## config.mk

```make
export PLATFORM = sky130hd
export DESIGN_NAME = ocd_top
export DESIGN_NICKNAME = d
export VERILOG_FILES = /design/src/design/ocd_pkg.sv /design/src/design/ocd_sync3.sv /design/src/design/ocd_drv.sv /design/src/design/ocd_top.sv
export SDC_FILE = /design/constraint.sdc
export NUM_CORES = 1
export LEC_CHECK = 0
export BUFFER_PORTS_ARGS = -buffer_cell sky130_fd_sc_hd__buf_4
export CAP_MARGIN = 20
export CORE_UTILIZATION = 46
export CTS_BUF_LIST = sky130_fd_sc_hd__clkbuf_4
export DETAILED_ROUTE_END_ITERATION = 7
export PLACE_DENSITY_LB_ADDON = 0.1
export SLEW_MARGIN = 20
export SYNTH_ARGS = -nofsm -noshare
export SYNTH_HDL_FRONTEND = slang
export SYNTH_SLANG_ARGS = --single-unit
```

## constraint.sdc

```tcl
create_clock -name i_clock -period 4.5 [get_ports i_clock]
set_input_delay 0.9 -clock i_clock [delete_from_list [all_inputs] [get_ports i_clock]]
set_output_delay 0.9 -clock i_clock [all_outputs]
set_load 0.05 [all_outputs]
```

## src/design/ocd_pkg.sv

```systemverilog
// Purpose: Shared constants and types for the output clock sync and driver block.
// Assumes: Word-indexed registers; byte address is four times the index.
// Notes: Reset values match the power-up defaults of each register.
package ocd_pkg;
    localparam int ADDR_W = 16;
    localparam int IDX_W = 14;
    localparam logic [IDX_W-1:0] IDX_SYNC = 14'h0500;
    localparam logic [IDX_W-1:0] IDX_FOP = 14'h0501;
    localparam logic [IDX_W-1:0] IDX_OVR = 14'h0405;
    localparam logic [IDX_W-1:0] IDX_CTRL = 14'h0510;
    localparam logic [IDX_W-1:0] IDX_STAT = 14'h0511;
    localparam int SYNC_MASK0_BIT = 4;
    localparam int SYNC_MASK1_BIT = 5;
    localparam int SYNC_SRC_BIT = 2;
    localparam int SYNC_AUTO_LSB = 0;
    localparam int FOP_SEL33_BIT = 7;
    localparam int FOP_FMT_LSB = 4;
    localparam int FOP_POL_LSB = 2;
    localparam int FOP_STR_BIT = 1;
    localparam int FOP_EN_BIT = 0;
    localparam int OVR_BIT = 3;
    localparam int CTRL_XFER_BIT = 0;
    localparam int CTRL_MSYNC_BIT = 1;
    localparam int STAT_FREQ_BIT = 0;
    localparam int STAT_PHASE_BIT = 1;
    localparam int STAT_CAL_BIT = 2;
    localparam int STAT_LOCK_BIT = 3;
    localparam int STAT_RUN_LSB = 4;
    localparam int STAT_ARMED_BIT = 6;
    localparam logic [7:0] SYNC_RST = 8'h02;
    localparam logic [7:0] FOP_RST = 8'h10;
    localparam logic [7:0] OVR_RST = 8'h00;
    localparam logic [7:0] SYNC_WMASK = 8'h37;
    localparam int NUM_IN = 5;
    typedef enum logic [1:0] {
        OCD_AUTO_OFF = 2'b00,
        OCD_AUTO_FREQ = 2'b01,
        OCD_AUTO_PHASE = 2'b10,
        OCD_AUTO_RSVD = 2'b11
    } ocd_auto_t;
    typedef enum logic [2:0] {
        OCD_FMT_OFF = 3'b000,
        OCD_FMT_HSTL = 3'b001,
        OCD_FMT_LVDS = 3'b010,
        OCD_FMT_RSV3 = 3'b011,
        OCD_FMT_CMOS_PN = 3'b100,
        OCD_FMT_CMOS_P = 3'b101,
        OCD_FMT_CMOS_N = 3'b110,
        OCD_FMT_RSV7 = 3'b111
    } ocd_fmt_t;
    typedef enum logic {
        OCD_CH_HELD = 1'b0,
        OCD_CH_RUN = 1'b1
    } ocd_ch_t;
endpackage : ocd_pkg

```

## src/design/ocd_sync3.sv

```systemverilog
// Purpose: Three-stage synchroniser with agreement filter for pin levels.
// Assumes: Inputs are asynchronous to i_clock.
// Notes: A change is accepted once the second and third stages agree.
`timescale 1ns/1ps
module ocd_sync3 #(
    parameter int WIDTH = 1
) (
    input wire logic i_clock,
    input wire logic i_rst_n,
    input wire logic [WIDTH-1:0] i_async,
    output logic [WIDTH-1:0] o_level_q
);
    logic [WIDTH-1:0] s1_q;
    logic [WIDTH-1:0] s2_q;
    logic [WIDTH-1:0] s3_q;
    logic [WIDTH-1:0] agree;

    assign agree = ~(s2_q ^ s3_q);

    always_ff @(posedge i_clock or negedge i_rst_n)
    begin
        if (!i_rst_n)
        begin
            s1_q <= '0;
            s2_q <= '0;
            s3_q <= '0;
            o_level_q <= '0;
        end
        else
        begin
            s1_q <= i_async;
            s2_q <= s1_q;
            s3_q <= s2_q;
            o_level_q <= (agree & s3_q) | (~agree & o_level_q);
        end
    end
endmodule : ocd_sync3

```

## src/design/ocd_drv.sv

```systemverilog
// Purpose: Decodes the first output pair driver settings into driver controls.
// Assumes: Channel run state comes from the channel 0 sync logic.
// Notes: All outputs are registered.
`timescale 1ns/1ps
module ocd_drv (
    input wire logic i_clock,
    input wire logic i_rst_n,
    input wire logic [7:0] i_cfg,
    input wire logic i_ch_run,
    output logic o_drv18_en_q,
    output logic o_drv33_en_q,
    output logic o_p_leg_q,
    output logic o_n_leg_q,
    output logic o_p_inv_q,
    output logic o_n_inv_q,
    output logic o_cmos_strong_q,
    output logic o_lvds_boost_q,
    output logic [2:0] o_fmt_q,
    output logic o_clk_gate_q
);
    ocd_pkg::ocd_fmt_t fmt;
    logic [1:0] pol;
    logic sel33;
    logic drv_on;
    logic p_leg;
    logic n_leg;
    logic fmt_ok;
    logic is_cmos;

    assign fmt = ocd_pkg::ocd_fmt_t'(i_cfg[ocd_pkg::FOP_FMT_LSB +: 3]);
    assign pol = i_cfg[ocd_pkg::FOP_POL_LSB +: 2];
    assign sel33 = i_cfg[ocd_pkg::FOP_SEL33_BIT];
    assign drv_on = sel33 | i_cfg[ocd_pkg::FOP_EN_BIT];
    assign fmt_ok = (fmt != ocd_pkg::OCD_FMT_RSV3) && (fmt != ocd_pkg::OCD_FMT_RSV7);
    assign is_cmos = fmt[2] && fmt_ok;
    assign p_leg = fmt_ok && (fmt != ocd_pkg::OCD_FMT_OFF) && (fmt != ocd_pkg::OCD_FMT_CMOS_N);
    assign n_leg = fmt_ok && (fmt != ocd_pkg::OCD_FMT_OFF) && (fmt != ocd_pkg::OCD_FMT_CMOS_P);

    always_ff @(posedge i_clock or negedge i_rst_n)
    begin
        if (!i_rst_n)
        begin
            o_drv18_en_q <= 1'b0;
            o_drv33_en_q <= 1'b0;
            o_p_leg_q <= 1'b0;
            o_n_leg_q <= 1'b0;
            o_p_inv_q <= 1'b0;
            o_n_inv_q <= 1'b1;
            o_cmos_strong_q <= 1'b0;
            o_lvds_boost_q <= 1'b0;
            o_fmt_q <= ocd_pkg::OCD_FMT_HSTL;
            o_clk_gate_q <= 1'b0;
        end
        else
        begin
            o_drv18_en_q <= i_cfg[ocd_pkg::FOP_EN_BIT] & ~sel33;
            o_drv33_en_q <= sel33;
            o_p_leg_q <= p_leg & drv_on;
            o_n_leg_q <= n_leg & drv_on;
            o_p_inv_q <= pol[1];
            o_n_inv_q <= ~(pol[1] ^ pol[0]);
            o_cmos_strong_q <= sel33 & is_cmos & i_cfg[ocd_pkg::FOP_STR_BIT];
            o_lvds_boost_q <= (fmt == ocd_pkg::OCD_FMT_LVDS) & i_cfg[ocd_pkg::FOP_STR_BIT];
            o_fmt_q <= fmt_ok ? fmt : ocd_pkg::OCD_FMT_OFF;
            o_clk_gate_q <= i_ch_run & drv_on & (p_leg | n_leg);
        end
    end
endmodule : ocd_drv

```

## src/design/ocd_top.sv

```systemverilog
// Purpose: Output clock distribution sync control and first output driver settings.
// Assumes: APB slave, no wait states; lock inputs arrive from other domains.
// Notes: Channel run outputs gate the channel dividers; sync pulses reset them.
//
// Overview of operation
// - Channel 1 mask set releases its hold at once and ignores all sync events.
// - Channel 0 mask set releases its hold at once and ignores all sync events.
// - Unmasked channel stays held, outputs still, until a sync pulse arrives.
// - A mask bit never turns on an output driver by itself.
// - Sync source 0 syncs on next transfer strobe; 1 uses active reference.
// - No sync until output loop is calibrated and locked, unless overridden.
// - Auto sync: 00 off, 01 frequency lock, 10 phase lock, 11 reserved.
// - Format selects off, HSTL, LVDS or CMOS leg combinations; others reserved.
// - Polarity field sets leg polarities: PN, PP, NP, NN.
// - 3.3 V select makes the 3.3 V CMOS driver the first output mode.
// - Enable bit switches the 1.8 V driver; ignored while 3.3 V is selected.
// - Strength bit picks CMOS strength in 3.3 V mode and LVDS boost current.
// - Override set ignores output loop lock; sync settings govern regardless.
//
// Decided for this implementation: the APB register port.
`timescale 1ns/1ps
module ocd_top #(
    parameter int ADDR_W = ocd_pkg::ADDR_W,
    parameter int NUM_CH = 2
) (
    input wire logic i_clock,
    input wire logic i_rst_n,
    input wire logic i_psel,
    input wire logic i_penable,
    input wire logic i_pwrite,
    input wire logic [ADDR_W-1:0] i_paddr,
    input wire logic [31:0] i_pwdata,
    output logic [31:0] o_prdata,
    output logic o_pready,
    output logic o_pslverr,
    input wire logic i_digital_loop_freq_lock,
    input wire logic i_digital_loop_phase_lock,
    input wire logic i_output_analog_loop_cal_done,
    input wire logic i_output_analog_loop_locked,
    input wire logic i_ref_sync,
    output logic [NUM_CH-1:0] o_ch_run,
    output logic [NUM_CH-1:0] o_ch_sync,
    output logic o_first_output_pair_drv18_en,
    output logic o_first_output_pair_drv33_en,
    output logic o_first_output_pair_p_leg,
    output logic o_first_output_pair_n_leg,
    output logic o_first_output_pair_p_inv,
    output logic o_first_output_pair_n_inv,
    output logic o_first_output_pair_cmos_strong,
    output logic o_first_output_pair_lvds_boost,
    output logic [2:0] o_first_output_pair_fmt,
    output logic o_first_output_pair_clk_gate
);
    generate
        if (ADDR_W < ocd_pkg::IDX_W + 2 || NUM_CH != 2)
        begin : g_bad_param
            $error("ocd_top needs ADDR_W of at least 16 and exactly two channels.");
        end
    endgenerate

    logic [7:0] sync_reg_q;
    logic [7:0] fop_reg_q;
    logic ovr_q;
    logic xfer_q;
    logic msync_q;
    logic [ocd_pkg::NUM_IN-1:0] pins_async;
    logic [ocd_pkg::NUM_IN-1:0] pins_lvl;
    logic [ocd_pkg::NUM_IN-1:0] pins_prev_q;
    logic [ocd_pkg::NUM_IN-1:0] pins_rise;
    logic freq_lock;
    logic phase_lock;
    logic cal_done;
    logic aloop_lock;
    logic armed;
    logic src_event;
    logic auto_event;
    logic sync_fire;
    ocd_pkg::ocd_auto_t auto_mode;
    logic [NUM_CH-1:0] mask;
    logic [NUM_CH-1:0] run_q;
    logic [NUM_CH-1:0] syncp_q;
    logic pready_q;
    logic pslverr_q;
    logic [31:0] prdata_q;
    logic setup;
    logic wr_en;
    logic [ocd_pkg::IDX_W-1:0] idx;
    logic hi_zero;
    logic hit_sync;
    logic hit_fop;
    logic hit_ovr;
    logic hit_ctrl;
    logic hit_stat;
    logic mapped;
    logic [7:0] stat_val;
    logic [7:0] rd_byte;

    // Lock and reference inputs come from other clock domains.
    assign pins_async = {i_ref_sync, i_output_analog_loop_locked,
        i_output_analog_loop_cal_done, i_digital_loop_phase_lock,
        i_digital_loop_freq_lock};

    ocd_sync3 #(
        .WIDTH(ocd_pkg::NUM_IN)
    ) u_sync3 (
        .i_clock(i_clock),
        .i_rst_n(i_rst_n),
        .i_async(pins_async),
        .o_level_q(pins_lvl)
    );

    assign freq_lock = pins_lvl[0];
    assign phase_lock = pins_lvl[1];
    assign cal_done = pins_lvl[2];
    assign aloop_lock = pins_lvl[3];
    assign pins_rise = pins_lvl & ~pins_prev_q;

    // Register bus decode.
    assign idx = i_paddr[2 +: ocd_pkg::IDX_W];
    assign hi_zero = (i_paddr[1:0] == 2'b00) &&
        ((i_paddr >> (ocd_pkg::IDX_W + 2)) == '0);
    assign hit_sync = hi_zero && (idx == ocd_pkg::IDX_SYNC);
    assign hit_fop = hi_zero && (idx == ocd_pkg::IDX_FOP);
    assign hit_ovr = hi_zero && (idx == ocd_pkg::IDX_OVR);
    assign hit_ctrl = hi_zero && (idx == ocd_pkg::IDX_CTRL);
    assign hit_stat = hi_zero && (idx == ocd_pkg::IDX_STAT);
    assign mapped = hit_sync | hit_fop | hit_ovr | hit_ctrl | hit_stat;
    assign setup = i_psel && !i_penable;
    assign wr_en = i_psel && i_penable && pready_q && i_pwrite && !pslverr_q;

    assign stat_val = {1'b0, armed, run_q, aloop_lock, cal_done, phase_lock, freq_lock};
    assign rd_byte = hit_sync ? sync_reg_q :
        hit_fop ? fop_reg_q :
        hit_ovr ? (8'h01 << ocd_pkg::OVR_BIT) & {8{ovr_q}} :
        hit_stat ? stat_val : 8'h00;

    // Sync trigger selection.
    assign auto_mode = ocd_pkg::ocd_auto_t'(sync_reg_q[ocd_pkg::SYNC_AUTO_LSB +: 2]);
    assign mask = {sync_reg_q[ocd_pkg::SYNC_MASK1_BIT], sync_reg_q[ocd_pkg::SYNC_MASK0_BIT]};
    assign armed = ovr_q | (cal_done & aloop_lock);
    assign src_event = sync_reg_q[ocd_pkg::SYNC_SRC_BIT] ? pins_rise[4] : xfer_q;
    assign sync_fire = armed & (src_event | auto_event | msync_q);

    always_comb
    begin
        case (auto_mode)
            ocd_pkg::OCD_AUTO_OFF: auto_event = 1'b0;
            ocd_pkg::OCD_AUTO_FREQ: auto_event = pins_rise[0];
            ocd_pkg::OCD_AUTO_PHASE: auto_event = pins_rise[1];
            ocd_pkg::OCD_AUTO_RSVD: auto_event = 1'b0;
            default: auto_event = 1'b0;
        endcase
    end

    // Per-channel hold state; a set mask releases and shields the channel.
    generate
        for (genvar ch = 0; ch < NUM_CH; ch++)
        begin : g_ch
            ocd_pkg::ocd_ch_t st_q;
            ocd_pkg::ocd_ch_t st_d;
            logic sp_d;
            logic mask_prev_q;

            always_comb
            begin
                st_d = st_q;
                sp_d = 1'b0;
                case (st_q)
                    ocd_pkg::OCD_CH_HELD:
                    begin
                        if (mask[ch])
                        begin
                            st_d = ocd_pkg::OCD_CH_RUN;
                        end
                        else if (sync_fire)
                        begin
                            st_d = ocd_pkg::OCD_CH_RUN;
                            sp_d = 1'b1;
                        end
                    end
                    ocd_pkg::OCD_CH_RUN:
                    begin
                        if (!mask[ch] && sync_fire)
                        begin
                            sp_d = 1'b1;
                        end
                        else if (!mask[ch] && mask_prev_q)
                        begin
                            st_d = ocd_pkg::OCD_CH_HELD;
                        end
                    end
                    default:
                    begin
                        st_d = ocd_pkg::OCD_CH_HELD;
                    end
                endcase
            end

            always_ff @(posedge i_clock or negedge i_rst_n)
            begin
                if (!i_rst_n)
                begin
                    st_q <= ocd_pkg::OCD_CH_HELD;
                end
                else
                begin
                    st_q <= st_d;
                end
            end

            always_ff @(posedge i_clock or negedge i_rst_n)
            begin
                if (!i_rst_n)
                begin
                    syncp_q[ch] <= 1'b0;
                    mask_prev_q <= 1'b0;
                end
                else
                begin
                    syncp_q[ch] <= sp_d;
                    mask_prev_q <= mask[ch];
                end
            end

            assign run_q[ch] = (st_q == ocd_pkg::OCD_CH_RUN);
        end
    endgenerate

    // Configuration registers.
    always_ff @(posedge i_clock or negedge i_rst_n)
    begin
        if (!i_rst_n)
        begin
            sync_reg_q <= ocd_pkg::SYNC_RST;
            fop_reg_q <= ocd_pkg::FOP_RST;
            ovr_q <= ocd_pkg::OVR_RST[ocd_pkg::OVR_BIT];
        end
        else if (wr_en)
        begin
            if (hit_sync)
            begin
                sync_reg_q <= i_pwdata[7:0] & ocd_pkg::SYNC_WMASK;
            end
            if (hit_fop)
            begin
                fop_reg_q <= i_pwdata[7:0];
            end
            if (hit_ovr)
            begin
                ovr_q <= i_pwdata[ocd_pkg::OVR_BIT];
            end
        end
    end

    // Command strobes: one-cycle pulses from a write of one.
    always_ff @(posedge i_clock or negedge i_rst_n)
    begin
        if (!i_rst_n)
        begin
            xfer_q <= 1'b0;
            msync_q <= 1'b0;
            pins_prev_q <= '0;
        end
        else
        begin
            xfer_q <= wr_en & hit_ctrl & i_pwdata[ocd_pkg::CTRL_XFER_BIT];
            msync_q <= wr_en & hit_ctrl & i_pwdata[ocd_pkg::CTRL_MSYNC_BIT];
            pins_prev_q <= pins_lvl;
        end
    end

    // Bus answer: ready one cycle after the setup phase.
    always_ff @(posedge i_clock or negedge i_rst_n)
    begin
        if (!i_rst_n)
        begin
            pready_q <= 1'b0;
            pslverr_q <= 1'b0;
            prdata_q <= 32'h0000_0000;
        end
        else
        begin
            pready_q <= setup;
            pslverr_q <= setup & ~mapped;
            prdata_q <= (setup && !i_pwrite) ? {24'h00_0000, rd_byte} : 32'h0000_0000;
        end
    end

    ocd_drv u_drv (
        .i_clock(i_clock),
        .i_rst_n(i_rst_n),
        .i_cfg(fop_reg_q),
        .i_ch_run(run_q[0]),
        .o_drv18_en_q(o_first_output_pair_drv18_en),
        .o_drv33_en_q(o_first_output_pair_drv33_en),
        .o_p_leg_q(o_first_output_pair_p_leg),
        .o_n_leg_q(o_first_output_pair_n_leg),
        .o_p_inv_q(o_first_output_pair_p_inv),
        .o_n_inv_q(o_first_output_pair_n_inv),
        .o_cmos_strong_q(o_first_output_pair_cmos_strong),
        .o_lvds_boost_q(o_first_output_pair_lvds_boost),
        .o_fmt_q(o_first_output_pair_fmt),
        .o_clk_gate_q(o_first_output_pair_clk_gate)
    );

    assign o_prdata = prdata_q;
    assign o_pready = pready_q;
    assign o_pslverr = pslverr_q;
    assign o_ch_run = run_q;
    assign o_ch_sync = syncp_q;
endmodule : ocd_top

```

# ---- After elaboration in Yosys (flattened, before gate mapping)
# Index checks and enable logic that the tools add are counted.
dict set report word_totals {
  reg_bits 69
  latch_bits 0
  ram_bits 0
  mem_bits_ro 0
  in_bits 58
  output_inout_bits 50
  wordCells 134
  memories 0
}
dict set report classes {
  add_sub_neg 0
  multipliers 0
  div 0
  magnitude_cmp 0
  n_eq_ne 13
  shift 0
  mux 23
  n_bitwise 37
  reduce_logical 32
}
# cell count
set ops {}
lappend ops {{equality test 14 x 11 -> 1 bit, second input constant} 5}
lappend ops {{2-to-1 mux 8 bit} 3}
lappend ops {{logical AND 1 bit} 20}
lappend ops {{AND 5 bit} 3}
lappend ops {{NOT 5 bit} 3}
lappend ops {{AND 1 bit} 14}
lappend ops {{2-to-1 mux 7 bit} 2}
lappend ops {{2-to-1 mux 1 bit} 12}
lappend ops {{inequality test 3 bit, second input constant} 3}
lappend ops {{bitwise OR 1 bit} 9}
lappend ops {{case mux 1 bit (2 select lines)} 4}
lappend ops {{AND reduction 2 bit} 3}
lappend ops {{logical NOT 1 bit} 5}
lappend ops {{NOT 1 bit} 5}
lappend ops {{bitwise OR 5 bit} 1}
lappend ops {{XOR 5 bit} 1}
lappend ops {{equality test 2 bit, second input constant} 2}
lappend ops {{logical NOT 2 bit} 2}
lappend ops {{equality test 3 x 2 -> 1 bit, second input constant} 1}
lappend ops {{2-to-1 mux 3 bit} 1}
lappend ops {{inequality test 3 x 2 -> 1 bit, second input constant} 1}
lappend ops {{case mux 1 bit (3 select lines)} 1}
lappend ops {{nonzero test 3 bit} 1}
lappend ops {{equality test 2 x 1 -> 1 bit, second input constant} 1}
lappend ops {{2 further kinds} 2}

# ---- Logic depth before layout (Yosys ltp)
dict set report depth {
  depth_word 9
  mapped_depth 6
  depth_no_buf 4
}

# ---- Cells and area by module
# From an unflattened synthesis, not the netlist that was laid out.
dict set report hier_totals {
  cells_unflattened 207
  area_unflattened_um2 2695.1
}
# module instances cells_per_inst area_per_inst_um2 seq_area_each_um2
set by_module_without_submodules {}
lappend by_module_without_submodules {ocd_top 1 154 1736.7 878.3}
lappend by_module_without_submodules {ocd_sync3 1 25 556.8 500.5}
lappend by_module_without_submodules {ocd_drv 1 28 401.6 302.8}

# ---- Worst setup path after synthesis
# OpenSTA, ideal clock, no wires.
dict set report synth_path {
  path_type {input to register}
  start {in i_paddr[9]}
  end {reg fop_reg_q[0]}
  setup_ns 0.125
  arrival_time_ns 2.191
  t_required_ns 4.375
  setup_slack_ns 2.184
  cell_stages 4
  path_buffers 0
  path_cell_list {nor4_1 > nand3_1 > nor4b_4 > mux2_2}
}
dict set report synth_via {
  elab_chain_cells 3
}
# element line
set synth_rtl {}
lappend synth_rtl {{from (decl)} ocd_top.sv:31} ;# input wire logic [ADDR_W-1:0] i_paddr,
lappend synth_rtl {{equality test 14 x 11 -> 1 bit} ocd_top.sv:123} ;# assign hit_fop = hi_zero && (idx == ocd_pkg::IDX_FOP);
lappend synth_rtl {{logical AND 1 bit} ocd_top.sv:123}
lappend synth_rtl {{AND reduction 2 bit (no line)} -}
lappend synth_rtl {{to (signal assigned)} ocd_top.sv:235} ;# fop_reg_q <= ocd_pkg::FOP_RST;
lappend synth_rtl {{to (signal assigned)} ocd_top.sv:246} ;# fop_reg_q <= i_pwdata[7:0];
lappend synth_rtl {{to (decl)} ocd_top.sv:62} ;# logic [7:0] fop_reg_q;
# Every way passes these cells.
# A chain may end at the register's enable or synchronous reset.

# ---- Worst setup path in the final report
dict set report layout_path {
  start {in i_paddr[11]}
  end {reg fop_reg_q[3]}
}
# Same word-level chain as after synthesis.

==> impl_metrics.yaml <==
floorplanning:
  num_rows: 27
  die_h_um: 78.2
  dieArea_um2: 6120
  die_x_um: 78.2
  initial_utilization: 0.482
  io_pins: 108
  core_area_um2: 5540
power:
  swShare: 0.249
  p_clk_frac: 0.341
  ir_worst_vdd_uv: 237
  p_switching_uw: 275
  power_frac_seq: 0.565
  power_density_nw_per_um2: 344
  comb_power_share: 0.095
  p_int_uw: 830
  p_leak_nw: 1.63
clock_tree:
  clkLatencyLatePin_ns: 0.39
  clockRootBuffer: "clkbuf_4"
  clock_sinks: 67
  htreeDepth: 3
  postCtsHoldBufs: 0
  cts_resized: 0
  cts_tree: "built"
  cts.clk_slew.worst_paths_ns: 0.10
  cts-buffers-inserted: 9
  clock_path_buffers: 2
  post_cts_buffers: 0
sta:
  slew_headroom: 0.460
  timing.final.ws_setup_ns: 2.17
  grt_setup_unrepaired: "no"
  max_freq_mhz: 429
  worstMarginPinSlew_ns: 0.810
  hold_violations: 0
  tns_ns: 0
  min_period_ns: 2.33
  finalCritPeriodShare: 0.518
  finClkSkew_ns: 0.0146
  whs_ns: 0.357
  slew_viol_final: 0
  final-setup-viol-count: 0
route:
  vias_per_cell: 4.71
  first_iter_violations: 66
  ant_nets: 0
  wl_per_cell_um: 13.0
  vias: 1614
  drt-total-wl_um: 4450
  dr.pass1.iters: 4
  route.detailed.drc: 0
logic_synthesis:
  synth.largest_area_cell: "dfrtp_1"
  async_flop_share: 1.00
  synth_area_um2: 2670
  ys_types: 37
  synthTopCellsByArea: "dfrtp_1 (59%), buf_4 (7.6%), mux2_2 (5.9%)"
  ys_warn_count: 0
  postSynthCellCount: 203
  yosysTopAreaCellShare: 0.590
  synth_seq_cells: 67
  synth-edff-count: 0
  yosysMostFrequentCell: "dfrtp_1"
  syn_avg_cell_area_um2: 13.2
  synth_ff_type: "dfrtp_1"
  yosys-top-cells-count: "dfrtp_1 (63), buf_4 (27), nor2_1 (15)"
  seq_area_frac_synth: 0.629
worst_setup_path:
  cp_max_fo: 8
  required_ns: 4.79
  critical_path_class: "input port to flop"
  reg2reg_depth: 4
  crit_path_start: "i_paddr[11]"
  end_kind: "flop"
  reg2reg_from: "o_pslverr"
  start_kind: "input port"
  cp_data_arrival_time_ns: 2.62
global_routing:
  grt_max_degree: 68
  grt_overflow: 0
  grt_antenna_before_repair: 0
  track_usage: 0.165
  first_global_vias: 1500
  grt_pass1_wl_um: 7430
placement:
  dp_worst_setup_slack_ns: 1.74
  numPortBuffers: 59
  finalWeightedCongestion: 0.744
  hpwl_um: 3160
layout:
  antenna_cells: 0
  regArea_um2: 1680
  fin_util: 0.580
  multi_input_area_um2: 848
  nNetsFinal: 324
  nFillCells: 490
  syn2layout_area_growth_pct: 20.2
  drive_gt1_frac: 0.354
min_path:
  hp-class: "flop to flop"
  hold_start: "u_sync3.s1_q[4]"
  hold_depth: 0
run_status:
  status: "completed"
run:
  cap_viol_max_count: 0
## sequential cells by signal (all words and copies together) (netlist names), 3 cells and up, named ones only
signal and flops:
fop_reg_q 8, o_prdata 8, sync_reg_q 5, u_sync3.s1_q 5, u_sync3.s2_q 5, u_sync3.s3_q 5, pins_prev_q 3, u_drv.o_fmt_q 3
## metrics by stage
step | power [mW] | instance area [µm²] | cells
floorplan | 0.716 | 2760 | 226
global placement | 0.741 | 3080 | 327
detailed placement | 0.742 | 3080 | 327
CTS | 1.12 | 3210 | 343
global route | 1.16 | 3210 | 343
finish | 1.11 | 3210 | 343
## layer usage
metal  vias up  routed length [µm]  track usage
met1       773                2160        0.231
met3         9                 275       0.0605
li1        782                   -            -
met5         -                   0            0
met2        50                1930        0.229
met4         0                  75       0.0778
## worst paths after layout
check / endpoint / slack [ns]
worst max-delay path: fop_reg_q[3] / 2.17
worst min-delay path: u_sync3.s2_q[4] / 0.36
worst max register to register: fop_reg_q[3] / 2.54
worst min register to register: u_sync3.s2_q[4] / 0.36
max in group asynchronous: u_drv.o_p_inv_q / 3.37
min in group asynchronous: u_drv.o_fmt_q[2] / 0.58
## logic make-up (layout without fill, tap and decap cells)
logic type,after synthesis,in the layout,share of synthesized area
DFF,67,67,0.629
adders and majority gates,5,5,0.0187
muxes,20,20,0.0815
buffers and inverters,34,79,0.0857
AOI/OAI and AO/OA,15,15,0.0361
other,1,24,0.00140
and+or+nand+nor,60,60,0.144
xor gates and xnor gates,1,1,0.00328
## power groups by stage
| stage | clock network [mW] | registers [mW] | logic [mW] |
|---|---|---|---|
| finish | 0.376 | 0.624 | 0.104 |
| global route | 0.423 | 0.627 | 0.113 |
| CTS | 0.389 | 0.625 | 0.106 |
| detailed placement | 0 | 0.636 | 0.105 |
| global placement | 0 | 0.636 | 0.105 |
| floorplan | 0 | 0.637 | 0.0784 |
## final cells by class
cell class | count | area share
clock buffer | 12 | 0.0280
inverter | 4 | 0.00467
multi-input combinational | 125 | 0.264
clock inverter | 4 | 0.0136
tap | 72 | 0.0280
sequential | 67 | 0.524
timing repair buffer | 59 | 0.138
## cell usage in the layout (no fill, tap or decap), drive strengths merged, types with 3 or more instances in the layout
master | synthesis | routed
maj3 | 5 | 5
nor2b | 6 | 6
nand2 | 3 | 3
conb | 1 | 24
nand3 | 3 | 3
inv | 4 | 4
nand2b | 3 | 3
clkinv | 0 | 3
dfrtp | 63 | 63
and3 | 5 | 5
nor2 | 15 | 15
nor4b | 3 | 3
dfstp | 4 | 4
mux2i | 6 | 6
a31oi | 6 | 6
nor4 | 5 | 5
buf | 27 | 59
clkbuf | 3 | 12
o21ai | 3 | 3
mux2 | 14 | 14
and2 | 3 | 3
## critical path, stage by stage
cell	delay [ns]
buf_4	0.12
nor4b_2	0.27
nand3_1	0.26
nor4b_4	0.67
mux2_2	0.41
(Power assumes the default switching activity.)
